[src/rtl/rtcta_pkg.sv]
package rtcta_pkg;
   // register window of the timekeeping slave, 0x00 to 0x0F
   localparam logic [3:0] ADDR_FLAGS = 4'h0;
   localparam logic [3:0] ADDR_CLK_BASE = 4'h8;
   localparam logic [3:0] ADDR_LAST = 4'hF;
   // flags register bit positions
   localparam int FLAG_R_POS = 0;
   localparam int FLAG_W_POS = 1;
   // clock field indexes, register address is ADDR_CLK_BASE plus index
   localparam int NUM_CLK = 8;
   localparam int F_SEC = 0;
   localparam int F_MIN = 1;
   localparam int F_HR = 2;
   localparam int F_DAY = 3;
   localparam int F_DATE = 4;
   localparam int F_MON = 5;
   localparam int F_YR = 6;
   localparam int F_CEN = 7;
   // writable bits per field, everything else reads as zero
   localparam logic [7:0][7:0] CLK_MASK = {8'hFF, 8'hFF, 8'h1F, 8'h3F,
                                          8'h07, 8'h3F, 8'h7F, 8'h7F};
   // last value of each field before it wraps (date is computed)
   localparam logic [7:0][7:0] CLK_MAX = {8'h99, 8'h99, 8'h12, 8'h31,
                                         8'h07, 8'h23, 8'h59, 8'h59};
   // value each field wraps to
   localparam logic [7:0][7:0] CLK_MIN = {8'h00, 8'h00, 8'h01, 8'h01,
                                         8'h01, 8'h00, 8'h00, 8'h00};
   // reset value of the running time: 2000-01-01, day 1, 00:00:00
   localparam logic [7:0][7:0] CLK_RST = {8'h20, 8'h00, 8'h01, 8'h01,
                                         8'h01, 8'h00, 8'h00, 8'h00};
   // user copy refresh bound after a read transaction ends
   localparam int CLK_MHZ = 125;
   localparam int REFRESH_MS = 20;
   localparam int REFRESH_CYC = REFRESH_MS * 1000 * CLK_MHZ;
endpackage : rtcta_pkg

[src/rtl/rtcta_sync.sv]
// three-stage synchroniser; output level changes once stages two and three agree
module rtcta_sync
   import rtcta_pkg::*;
(
   input wire logic i_core_clk,
   input wire logic i_rst_n,
   input wire logic i_async,
   output logic o_level
);
   typedef struct packed {
      logic s1;  // metastable stage, read only by s2
      logic s2;
      logic s3;
      logic lvl; // filtered level
   } rtcta_sync_st_t;

   rtcta_sync_st_t st_q;
   rtcta_sync_st_t st_d;

   // shift and accept a level only when the settled stages agree
   always_comb begin
      st_d = st_q;
      st_d.s1 = i_async;
      st_d.s2 = st_q.s1;
      st_d.s3 = st_q.s2;
      if (st_q.s2 == st_q.s3) begin
         st_d.lvl = st_q.s3;
      end
   end

   // register the whole state
   always_ff @(posedge i_core_clk or negedge i_rst_n) begin
      if (!i_rst_n) begin
         st_q <= '0;
      end else begin
         st_q <= st_d;
      end
   end

   assign o_level = st_q.lvl;
endmodule : rtcta_sync

[src/rtl/rtcta_bcd_inc.sv]
// one bcd field step: wraps at max, bad nibbles run on to F then 0
module rtcta_bcd_inc
   import rtcta_pkg::*;
(
   input wire logic [7:0] i_val,
   input wire logic [7:0] i_max,
   input wire logic [7:0] i_min,
   output logic [7:0] o_next,
   output logic o_wrap
);
   logic lo_carry; // low nibble rolls into high nibble

   // bcd increment with rollover of non-decimal nibbles
   always_comb begin
      lo_carry = (i_val[3:0] == 4'h9) || (i_val[3:0] == 4'hF);
      o_wrap = (i_val == i_max);
      if (o_wrap) begin
         o_next = i_min;
      end else if (lo_carry) begin
         o_next = {i_val[7:4] + 4'h1, 4'h0};
      end else begin
         o_next = {i_val[7:4], i_val[3:0] + 4'h1};
      end
   end
endmodule : rtcta_bcd_inc

[src/rtl/rtcta_core.sv]
module rtcta_core
   import rtcta_pkg::*;
#(
   parameter int P_REFRESH_CYC = REFRESH_CYC // bound on user copy refresh
) (
   input wire logic i_core_clk,
   input wire logic i_rst_n,
   input wire logic i_osc_1hz,       // 1 Hz square wave from the oscillator divider
   input wire logic i_supply_low,    // primary supply below switchover_threshold
   input wire logic i_osc_fail,      // oscillator failure seen at power-up, pulse
   input wire logic i_rd_start,      // read transaction on timekeeping slave begins
   input wire logic i_bus_end,       // STOP or repeated START seen
   input wire logic i_reg_wr,        // data byte write strobe
   input wire logic i_reg_rd,        // data byte read strobe
   input wire logic [3:0] i_reg_addr,
   input wire logic [7:0] i_reg_wdata,
   output logic [7:0] o_reg_rdata,   // valid the cycle after i_reg_rd
   output logic o_backup_sel,        // timekeeping runs from backup supply
   output logic o_commit             // one-cycle pulse when new time is loaded
);
   typedef struct packed {
      logic w;                 // time write enable
      logic r;                 // snapshot hold
      logic pend;              // W cleared, waiting for bus end
      logic frz;               // read transaction in progress
      logic [7:0][7:0] usr;    // user copy seen by the bus
      logic [7:0][7:0] cnt;    // running counters
      logic [7:0][7:0] base;   // last committed base time
      logic [7:0] rdata;
      logic bkp;
      logic tick_lvl;          // last seen 1 Hz level
      logic commit;
   } rtcta_st_t;

   rtcta_st_t st_q;
   rtcta_st_t st_d;

   logic sec_lvl;                 // synchronised 1 Hz level
   logic supply_low;              // synchronised supply comparator
   logic [7:0][7:0] nxt;          // incremented value per field
   logic [7:0] wrap;              // field is at its last value
   logic [7:0] step;              // field advances this cycle
   logic [7:0][7:0] fmax;         // per-field wrap point
   logic [7:0] dim;               // days in current month, bcd
   logic [2:0] yr_mod;            // year parity sum for leap test
   logic [2:0] cen_mod;
   logic leap;
   logic hold;                    // user copy must not follow counters
   logic tick;
   logic [3:0] fidx;              // field index of addressed clock register
   logic is_clk;

   // both async sources pass the three-stage filter; a glitch shorter than
   // one clock cycle never reaches the counters or the supply select
   rtcta_sync u_sync_sec (
      .i_core_clk(i_core_clk),
      .i_rst_n(i_rst_n),
      .i_async(i_osc_1hz),
      .o_level(sec_lvl)
   );

   rtcta_sync u_sync_supply (
      .i_core_clk(i_core_clk),
      .i_rst_n(i_rst_n),
      .i_async(i_supply_low),
      .o_level(supply_low)
   );

   // month length and leap year; a mod-4 test on bcd uses tens parity
   always_comb begin
      yr_mod = {2'b00, st_q.cnt[F_YR][4]} * 3'd2 + {1'b0, st_q.cnt[F_YR][1:0]};
      cen_mod = {2'b00, st_q.cnt[F_CEN][4]} * 3'd2 + {1'b0, st_q.cnt[F_CEN][1:0]};
      if (st_q.cnt[F_YR] == 8'h00) begin
         leap = (cen_mod[1:0] == 2'b00);
      end else begin
         leap = (yr_mod[1:0] == 2'b00);
      end
      unique case (st_q.cnt[F_MON])
         8'h02: dim = leap ? 8'h29 : 8'h28;
         8'h04, 8'h06, 8'h09, 8'h11: dim = 8'h30;
         default: dim = 8'h31;
      endcase
      fmax = CLK_MAX;
      fmax[F_DATE] = dim;
   end

   // one incrementer per field
   // trade-off: eight small adders, so a full carry settles in one cycle
   genvar gi;
   generate
      for (gi = 0; gi < NUM_CLK; gi++) begin : g_fld
         rtcta_bcd_inc u_inc (
            .i_val(st_q.cnt[gi]),
            .i_max(fmax[gi]),
            .i_min(CLK_MIN[gi]),
            .o_next(nxt[gi]),
            .o_wrap(wrap[gi])
         );
      end
   endgenerate

   // carry chain: seconds to hours, then weekday and date in parallel
   always_comb begin
      tick = sec_lvl && !st_q.tick_lvl;
      step[F_SEC] = tick;
      step[F_MIN] = step[F_SEC] && wrap[F_SEC];
      step[F_HR] = step[F_MIN] && wrap[F_MIN];
      step[F_DAY] = step[F_HR] && wrap[F_HR];
      step[F_DATE] = step[F_HR] && wrap[F_HR];
      step[F_MON] = step[F_DATE] && wrap[F_DATE];
      step[F_YR] = step[F_MON] && wrap[F_MON];
      step[F_CEN] = step[F_YR] && wrap[F_YR];
   end

   // address decode; the whole 4-bit space belongs to this slave
   // hold comes from registered flags, so the cycle that sets one still refreshes
   always_comb begin
      is_clk = (i_reg_addr >= ADDR_CLK_BASE);
      fidx = i_reg_addr - ADDR_CLK_BASE;
      hold = st_q.r || st_q.frz || st_q.w || st_q.pend;
   end

   // next state of the timekeeping core
   always_comb begin
      st_d = st_q;
      st_d.commit = 1'b0;
      st_d.tick_lvl = sec_lvl;
      st_d.bkp = supply_low;
      // running counters keep counting whatever the user copy does
      for (int i = 0; i < NUM_CLK; i++) begin
         if (step[i]) begin
            st_d.cnt[i] = nxt[i];
         end
      end
      // user copy follows counters unless held; refresh is next cycle
      if (!hold) begin
         st_d.usr = st_q.cnt;
      end
      // read port, unused bits come back zero
      if (i_reg_rd) begin
         if (i_reg_addr == ADDR_FLAGS) begin
            st_d.rdata = {6'h00, st_q.w, st_q.r};
         end else if (is_clk) begin
            st_d.rdata = st_q.usr[fidx[2:0]] & CLK_MASK[fidx[2:0]];
         end else begin
            st_d.rdata = 8'h00;
         end
      end
      // register writes
      if (i_reg_wr) begin
         if (i_reg_addr == ADDR_FLAGS) begin
            st_d.r = i_reg_wdata[FLAG_R_POS];
            st_d.w = i_reg_wdata[FLAG_W_POS];
            if (st_q.w && !i_reg_wdata[FLAG_W_POS]) begin
               st_d.pend = 1'b1;
            end
         end else if (is_clk && st_q.w) begin
            // staged only while W is set; master supplies 24-hour bcd
            st_d.usr[fidx[2:0]] = i_reg_wdata & CLK_MASK[fidx[2:0]];
         end
      end
      // read freeze lasts until the bus ends; a new start wins over the end
      if (i_rd_start) begin
         st_d.frz = 1'b1;
      end else if (i_bus_end) begin
         st_d.frz = 1'b0;
      end
      // commit on bus end only; without it the staged time is never used
      // a tick in the commit cycle is dropped on purpose: the new base wins
      if (i_bus_end && st_q.pend) begin
         st_d.cnt = st_q.usr;
         st_d.base = st_q.usr;
         st_d.pend = 1'b0;
         st_d.commit = 1'b1;
      end else if (i_osc_fail) begin
         // oscillator loss restarts from the stored base time
         st_d.cnt = st_q.base;
      end
   end

   // register the whole state
   always_ff @(posedge i_core_clk or negedge i_rst_n) begin
      if (!i_rst_n) begin
         st_q <= '0;
         st_q.usr <= CLK_RST;
         st_q.cnt <= CLK_RST;
         st_q.base <= CLK_RST;
      end else begin
         st_q <= st_d;
      end
   end

   assign o_reg_rdata = st_q.rdata;
   assign o_backup_sel = st_q.bkp;
   assign o_commit = st_q.commit;

   // helper: cycles the user copy has lagged while free to refresh
   // limitation: bounds only how late the copy lands, not which value it takes
   logic [31:0] lag_q;
   always_ff @(posedge i_core_clk or negedge i_rst_n) begin
      if (!i_rst_n) begin
         lag_q <= 32'h0;
      end else if (hold || st_q.usr == st_q.cnt) begin
         lag_q <= 32'h0;
      end else begin
         lag_q <= lag_q + 32'h1;
      end
   end

   // checks below look at registered state one cycle after the cause
   chk_refresh_bound: assert property (@(posedge i_core_clk) disable iff (!i_rst_n)
      lag_q < P_REFRESH_CYC) else $error("user copy not refreshed in time");

   chk_hold_freeze: assert property (@(posedge i_core_clk) disable iff (!i_rst_n)
      st_q.r && !i_reg_wr |=> $stable(st_q.usr)) else $error("user copy moved while held");

   chk_read_freeze: assert property (@(posedge i_core_clk) disable iff (!i_rst_n)
      i_rd_start ##1 (!i_bus_end && !i_reg_wr) |=> $stable(st_q.usr))
      else $error("user copy moved during read");

   chk_resume_refresh: assert property (@(posedge i_core_clk) disable iff (!i_rst_n)
      $fell(st_q.r) && !st_q.frz && !st_q.w && !st_q.pend |=> st_q.usr == $past(st_q.cnt))
      else $error("refresh did not resume");

   chk_commit_load: assert property (@(posedge i_core_clk) disable iff (!i_rst_n)
      st_q.pend && i_bus_end |=> st_q.cnt == $past(st_q.usr) && o_commit && !st_q.pend)
      else $error("staged time not committed");

   chk_no_commit: assert property (@(posedge i_core_clk) disable iff (!i_rst_n)
      !i_bus_end |=> !o_commit) else $error("commit without bus end");

   chk_stage_write: assert property (@(posedge i_core_clk) disable iff (!i_rst_n)
      st_q.w && i_reg_wr && is_clk |=> st_q.usr[$past(fidx[2:0])]
         == ($past(i_reg_wdata) & CLK_MASK[$past(fidx[2:0])]))
      else $error("time write not staged");

   chk_reserved_zero: assert property (@(posedge i_core_clk) disable iff (!i_rst_n)
      i_reg_rd && is_clk |=> (o_reg_rdata & ~CLK_MASK[$past(fidx[2:0])]) == 8'h00)
      else $error("reserved bits not zero");

   chk_sec_step: assert property (@(posedge i_core_clk) disable iff (!i_rst_n)
      tick && !i_bus_end && !i_osc_fail && st_q.cnt[F_SEC] == 8'h59 |=>
         st_q.cnt[F_SEC] == 8'h00) else $error("seconds did not wrap");

   chk_bad_nibble: assert property (@(posedge i_core_clk) disable iff (!i_rst_n)
      tick && !i_bus_end && !i_osc_fail && st_q.cnt[F_SEC][3:0] == 4'hE |=>
         st_q.cnt[F_SEC][3:0] == 4'hF) else $error("invalid nibble not run on");

   chk_backup_sel: assert property (@(posedge i_core_clk) disable iff (!i_rst_n)
      supply_low |=> o_backup_sel) else $error("backup not selected");

   chk_bad_carry: assert property (@(posedge i_core_clk) disable iff (!i_rst_n)
      tick && !i_bus_end && !i_osc_fail && st_q.cnt[F_SEC] == 8'h5F |=>
         st_q.cnt[F_SEC] == 8'h60) else $error("invalid nibble did not carry");

   chk_commit_refresh: assert property (@(posedge i_core_clk) disable iff (!i_rst_n)
      o_commit && !st_q.r && !st_q.frz && !st_q.w |=> st_q.usr == $past(st_q.cnt))
      else $error("user copy not refreshed after commit");

   chk_osc_reload: assert property (@(posedge i_core_clk) disable iff (!i_rst_n)
      i_osc_fail && !(i_bus_end && st_q.pend) |=> st_q.cnt == $past(st_q.base))
      else $error("counters not reloaded from base time");

   chk_base_keep: assert property (@(posedge i_core_clk) disable iff (!i_rst_n)
      !(i_bus_end && st_q.pend) |=> $stable(st_q.base))
      else $error("base time changed without commit");

   chk_freeze_set: assert property (@(posedge i_core_clk) disable iff (!i_rst_n)
      i_rd_start |=> st_q.frz)
      else $error("read start did not freeze");

   chk_pend_set: assert property (@(posedge i_core_clk) disable iff (!i_rst_n)
      st_q.w && i_reg_wr && i_reg_addr == ADDR_FLAGS && !i_reg_wdata[FLAG_W_POS]
         && !i_bus_end |=> st_q.pend) else $error("cleared write enable not pending");

   chk_flags_zero: assert property (@(posedge i_core_clk) disable iff (!i_rst_n)
      i_reg_rd && i_reg_addr == ADDR_FLAGS |=> o_reg_rdata[7:2] == 6'h00)
      else $error("unused flag bits not zero");

   chk_backup_clear: assert property (@(posedge i_core_clk) disable iff (!i_rst_n)
      !supply_low |=> !o_backup_sel) else $error("backup kept after supply good");
endmodule : rtcta_core

[config.mk]
export PLATFORM = sky130hd
export DESIGN_NAME = rtcta_core
export DESIGN_NICKNAME = d
export VERILOG_FILES = /design/src/rtl/rtcta_pkg.sv /design/src/rtl/rtcta_sync.sv /design/src/rtl/rtcta_bcd_inc.sv /design/src/rtl/rtcta_core.sv
export SDC_FILE = /design/constraint.sdc
export NUM_CORES = 1
export LEC_CHECK = 0
export ABC_AREA = 1
export ABC_CLOCK_PERIOD_IN_PS = 2150
export BUFFER_PORTS_ARGS = -buffer_cell sky130_fd_sc_hd__buf_2
export CELL_PAD_IN_SITES_DETAIL_PLACEMENT = 0
export CELL_PAD_IN_SITES_GLOBAL_PLACEMENT = 1
export CORE_MARGIN = 2
export CORE_UTILIZATION = 43
export DETAILED_ROUTE_END_ITERATION = 8
export GPL_TIMING_DRIVEN = 0
export PLACE_DENSITY = 0.76
export SYNTH_ARGS = -nofsm -noshare
export SYNTH_HDL_FRONTEND = slang
export SYNTH_SLANG_ARGS = --single-unit
export TNS_END_PERCENT = 5
[constraint.sdc]
create_clock -name i_core_clk -period 2.15 [get_ports i_core_clk]
set_input_delay 0.3225 -clock i_core_clk [delete_from_list [all_inputs] [get_ports i_core_clk]]
set_output_delay 0.3225 -clock i_core_clk [all_outputs]
set_load 0.05 [all_outputs]
==> results.txt <==
- Status: finished, violations left
* Failing checks: setup timing
* Clock period minus worst slack: 2.19 ns
- Power spread over the standard cell area amounts to 894 nW/µm².
- Worst-case setup margin in the final layout: -0.0378 ns
- Cell chosen for the clock root: clkbuf_16
- Clock skew after layout: 0.0128 ns
- Counting flops with a built-in enable in the synthesized netlist gives 0.
- Dividing the synthesized area by the synthesized cell count gives 8.01 µm².
- Max-cap violations in this run came to 0.
- Setup violations remaining at the end of the flow were counted as 7.
* Mapped Cells: 1419
- After detailed routing, the number of vias per cell comes to 5.45.
- The pre-antenna-repair detailed-routing pass consisted of 5 iterations.
* # DRC: 0
* Final cell count without fillers: about 1.9k
- Data arrival time of the critical path: 2.63 ns
- Top cell type by total area after synthesis: dfrtp_1
- Final Hold Violating Endpoints: 0
* Core Region: between 20000 and 30000 µm²
- In this run, the number of DRC markers left after iteration 0 of detailed routing was 1123.
- Share of post-route cells with drive strength above 1: 14.6%
- Share of the yosys chip area belonging to registers: 47.5%
- The area growth from synthesis to layout is 17.8%.
- Total power for the finished layout comes to ~12000 µW.
- After the last flow step, the layout net total stands at between 1.5k and 2k.
- In the post-synthesis netlist, the biggest area contributors are dfrtp_1 (45%), nand2_1 (12%), o21ai_0 (8.2%).
- The number of antenna violations at the first check in global routing was 1.
* Worst Path Max Fanout: 11
* Vias in the first global route: 9601
* Capturing element type of the critical path: flop
* DP Cell Count: about 1.8k
- The floorplan step set the die height to between 150 and 200 µm.
- Data on the critical path is required at its endpoint by 2.59 ns.
- The max-slew violation count came to 0.
* Cell row count: 59
* Setup TNS: -0.120 ns
- After legalization and detailed placement, the total HPWL measured 28100 µm.
* Total nets after synthesis: roughly 1.5k
- By count the netlist is led by nand2_1 (377), dfrtp_1 (203), o21ai_0 (186).
* Depth of the CTS H-tree: 1
- Leakage: roughly 0.0064 µW
- Total via count in the routed design: around 10k
- The first global-routing pass estimated 59300 µm of wire.
* Period utilization: 102%
* Worst Hold Margin: 0.132 ns
* GPL Wtd Cong: approximately 0.97
- Final antenna-violating net count: 0
- The share of synthesized area in the top cell type comes to 44.7%.
- Critical path type: reg2reg
- Unrepaired setup endpoints after global routing: yes
- TritonCTS built the clock tree.
- The synthesized design contains roughly 220 register bits.
- Longest Clk Path Bufs: 3
- Chip Width: 167 µm
- The worst hold path belongs to the class in2reg.
- The tree built by TritonCTS fans out to around 220 sinks.
- Critical path startpoint category: flop
* GRT Util Overall: about 28%
- For the pin with the worst max-slew slack, the measured transition is between 1 and 1.5 ns.
* Library cell with the highest instance count after synthesis: nand2_1
- Top achievable clock speed: 457 MHz
- Initial core utilization: 43.7%
- Die area: between 20000 and 30000 µm²
- Number of buffers created by CTS: 25
- Clock-pin slew was measured on the worst setup and hold paths at 0.06 ns.
- During I/O placement, the number of pins put on the boundary was 31.
- Final routed wirelength across all metal layers: ~39000 µm
- In this run, distinct cell masters in the synthesized netlist total slightly below 50.
- Mean routed wirelength per cell: 21.2 µm
- At the later pin of the worst-skew pair, clock insertion delay measures 0.53 ns.
* Aggregate global routing overflow: 0
* Worst rel slew slack: 18.5%
- Yosys printed 0 warnings.
- Post-synth top flop: dfrtp_1
- Entering global routing, the biggest net connects 92 pins.
- Input and output buffers added on the ports amount to 29.
* Maximum VDD drop: between 1 and 1.5 mV
- Counting flops with an async set or reset pin after synthesis yields a share of 100%.
- Mapped Area: 11400 µm²
cell usage in the layout (no fill, tap or decap), types with 31 or more instances in the layout:
master / instances
nor2_1: 88
dfrtp_1: 197
o21ai_0: 180
nand3_1: 46
inv_1: 125
buf_4: 31
buf_2: 40
ha_1: 36
nand2_1: 361
clkbuf_1: 35
a21oi_1: 100
path summary, 6_finish.rpt:
kind                                    startpoint                 end  depth (start not counted)  slack [ns]
worst max-delay path                     st_q[204]           st_q[116]                          7       -0.04
worst min-delay path                i_reg_wdata[7]           st_q[202]                          3        0.13
worst max register to register           st_q[204]           st_q[116]                          7       -0.04
worst min register to register  u_sync_sec.st_d[2]  u_sync_sec.st_d[1]                          0        0.35
max in group asynchronous                  i_rst_n           st_q[127]                          3        1.01
min in group asynchronous                  i_rst_n            st_q[94]                          2        0.29
power by group:
part	leakage [µW]	switching, µW	total [µW]	internal (µW)
clock network	0.000398	1710	4350	2640
registers	0.00277	536	5230	4700
logic	0.00327	1580	2380	799
area by class of cell:
cell class	count	area (µm²)
diodes	1	2.50
plain buffers	61	310
clock buffers	38	714
clock inverters	6	111
fillers	2547	12600
inverters	145	556
multi-input cells	997	5360
flip-flops and latches	215	5400
well taps	335	419
repair buffers	63	509
per-stage QoR:
step,instance area (µm²),setup WS [ns],util (%)
6_report,13400,-0.0378,51.5
5_1_grt,13400,-0.152,51.5
2_1_floorplan,11400,0.150,-
3_3_place_gp,11900,-3.11,45.9
4_1_cts,13000,-0.0777,49.9
3_5_place_dp,12000,-0.472,46.1
sequential cells by signal, indices dropped and copies added (netlist names):
register	flops
st_q	197
u_sync_sec.st_d	2
u_sync_supply.st_d	2
o_commit	1
u_sync_supply.o_level	1
u_sync_sec.st_q	1
u_sync_sec.o_level	1
o_backup_sel	1
u_sync_supply.st_q	1
o_reg_rdata	8
critical path: stages (launching register included):
cell and delay [ns]:
dfrtp_1 0.38, nand2_1 0.15, inv_2 0.12, nor2_4 0.07, inv_4 0.22, buf_1 0.73, a22oi_1 0.23, a21oi_1 0.18
layer usage:
metal | track usage [%] | share of wire, %
met1 | 38.8 | 44
met2 | 44.6 | 46
met3 | 4.97 | 6.8
met4 | 9.71 | 3.8
met5 | 0 | 0
kinds of logic after synthesis:
logic type      synth area share (%)
simple gates                    21.0
compound gates                  17.7
flops                           47.5
buf+inv                         7.32
fa+ha+maj                       4.58
xor+xnor                        1.85
repair_timing:
item	CTS	global route
hold buffers	5	0
endpoints found under the hold margin	52	0
cloned	0	1
setup endpoints to repair	66	76
gates resized for setup	25	73
setup buffers	4	22
pin swaps	3	35
(Power assumes the default switching activity.)
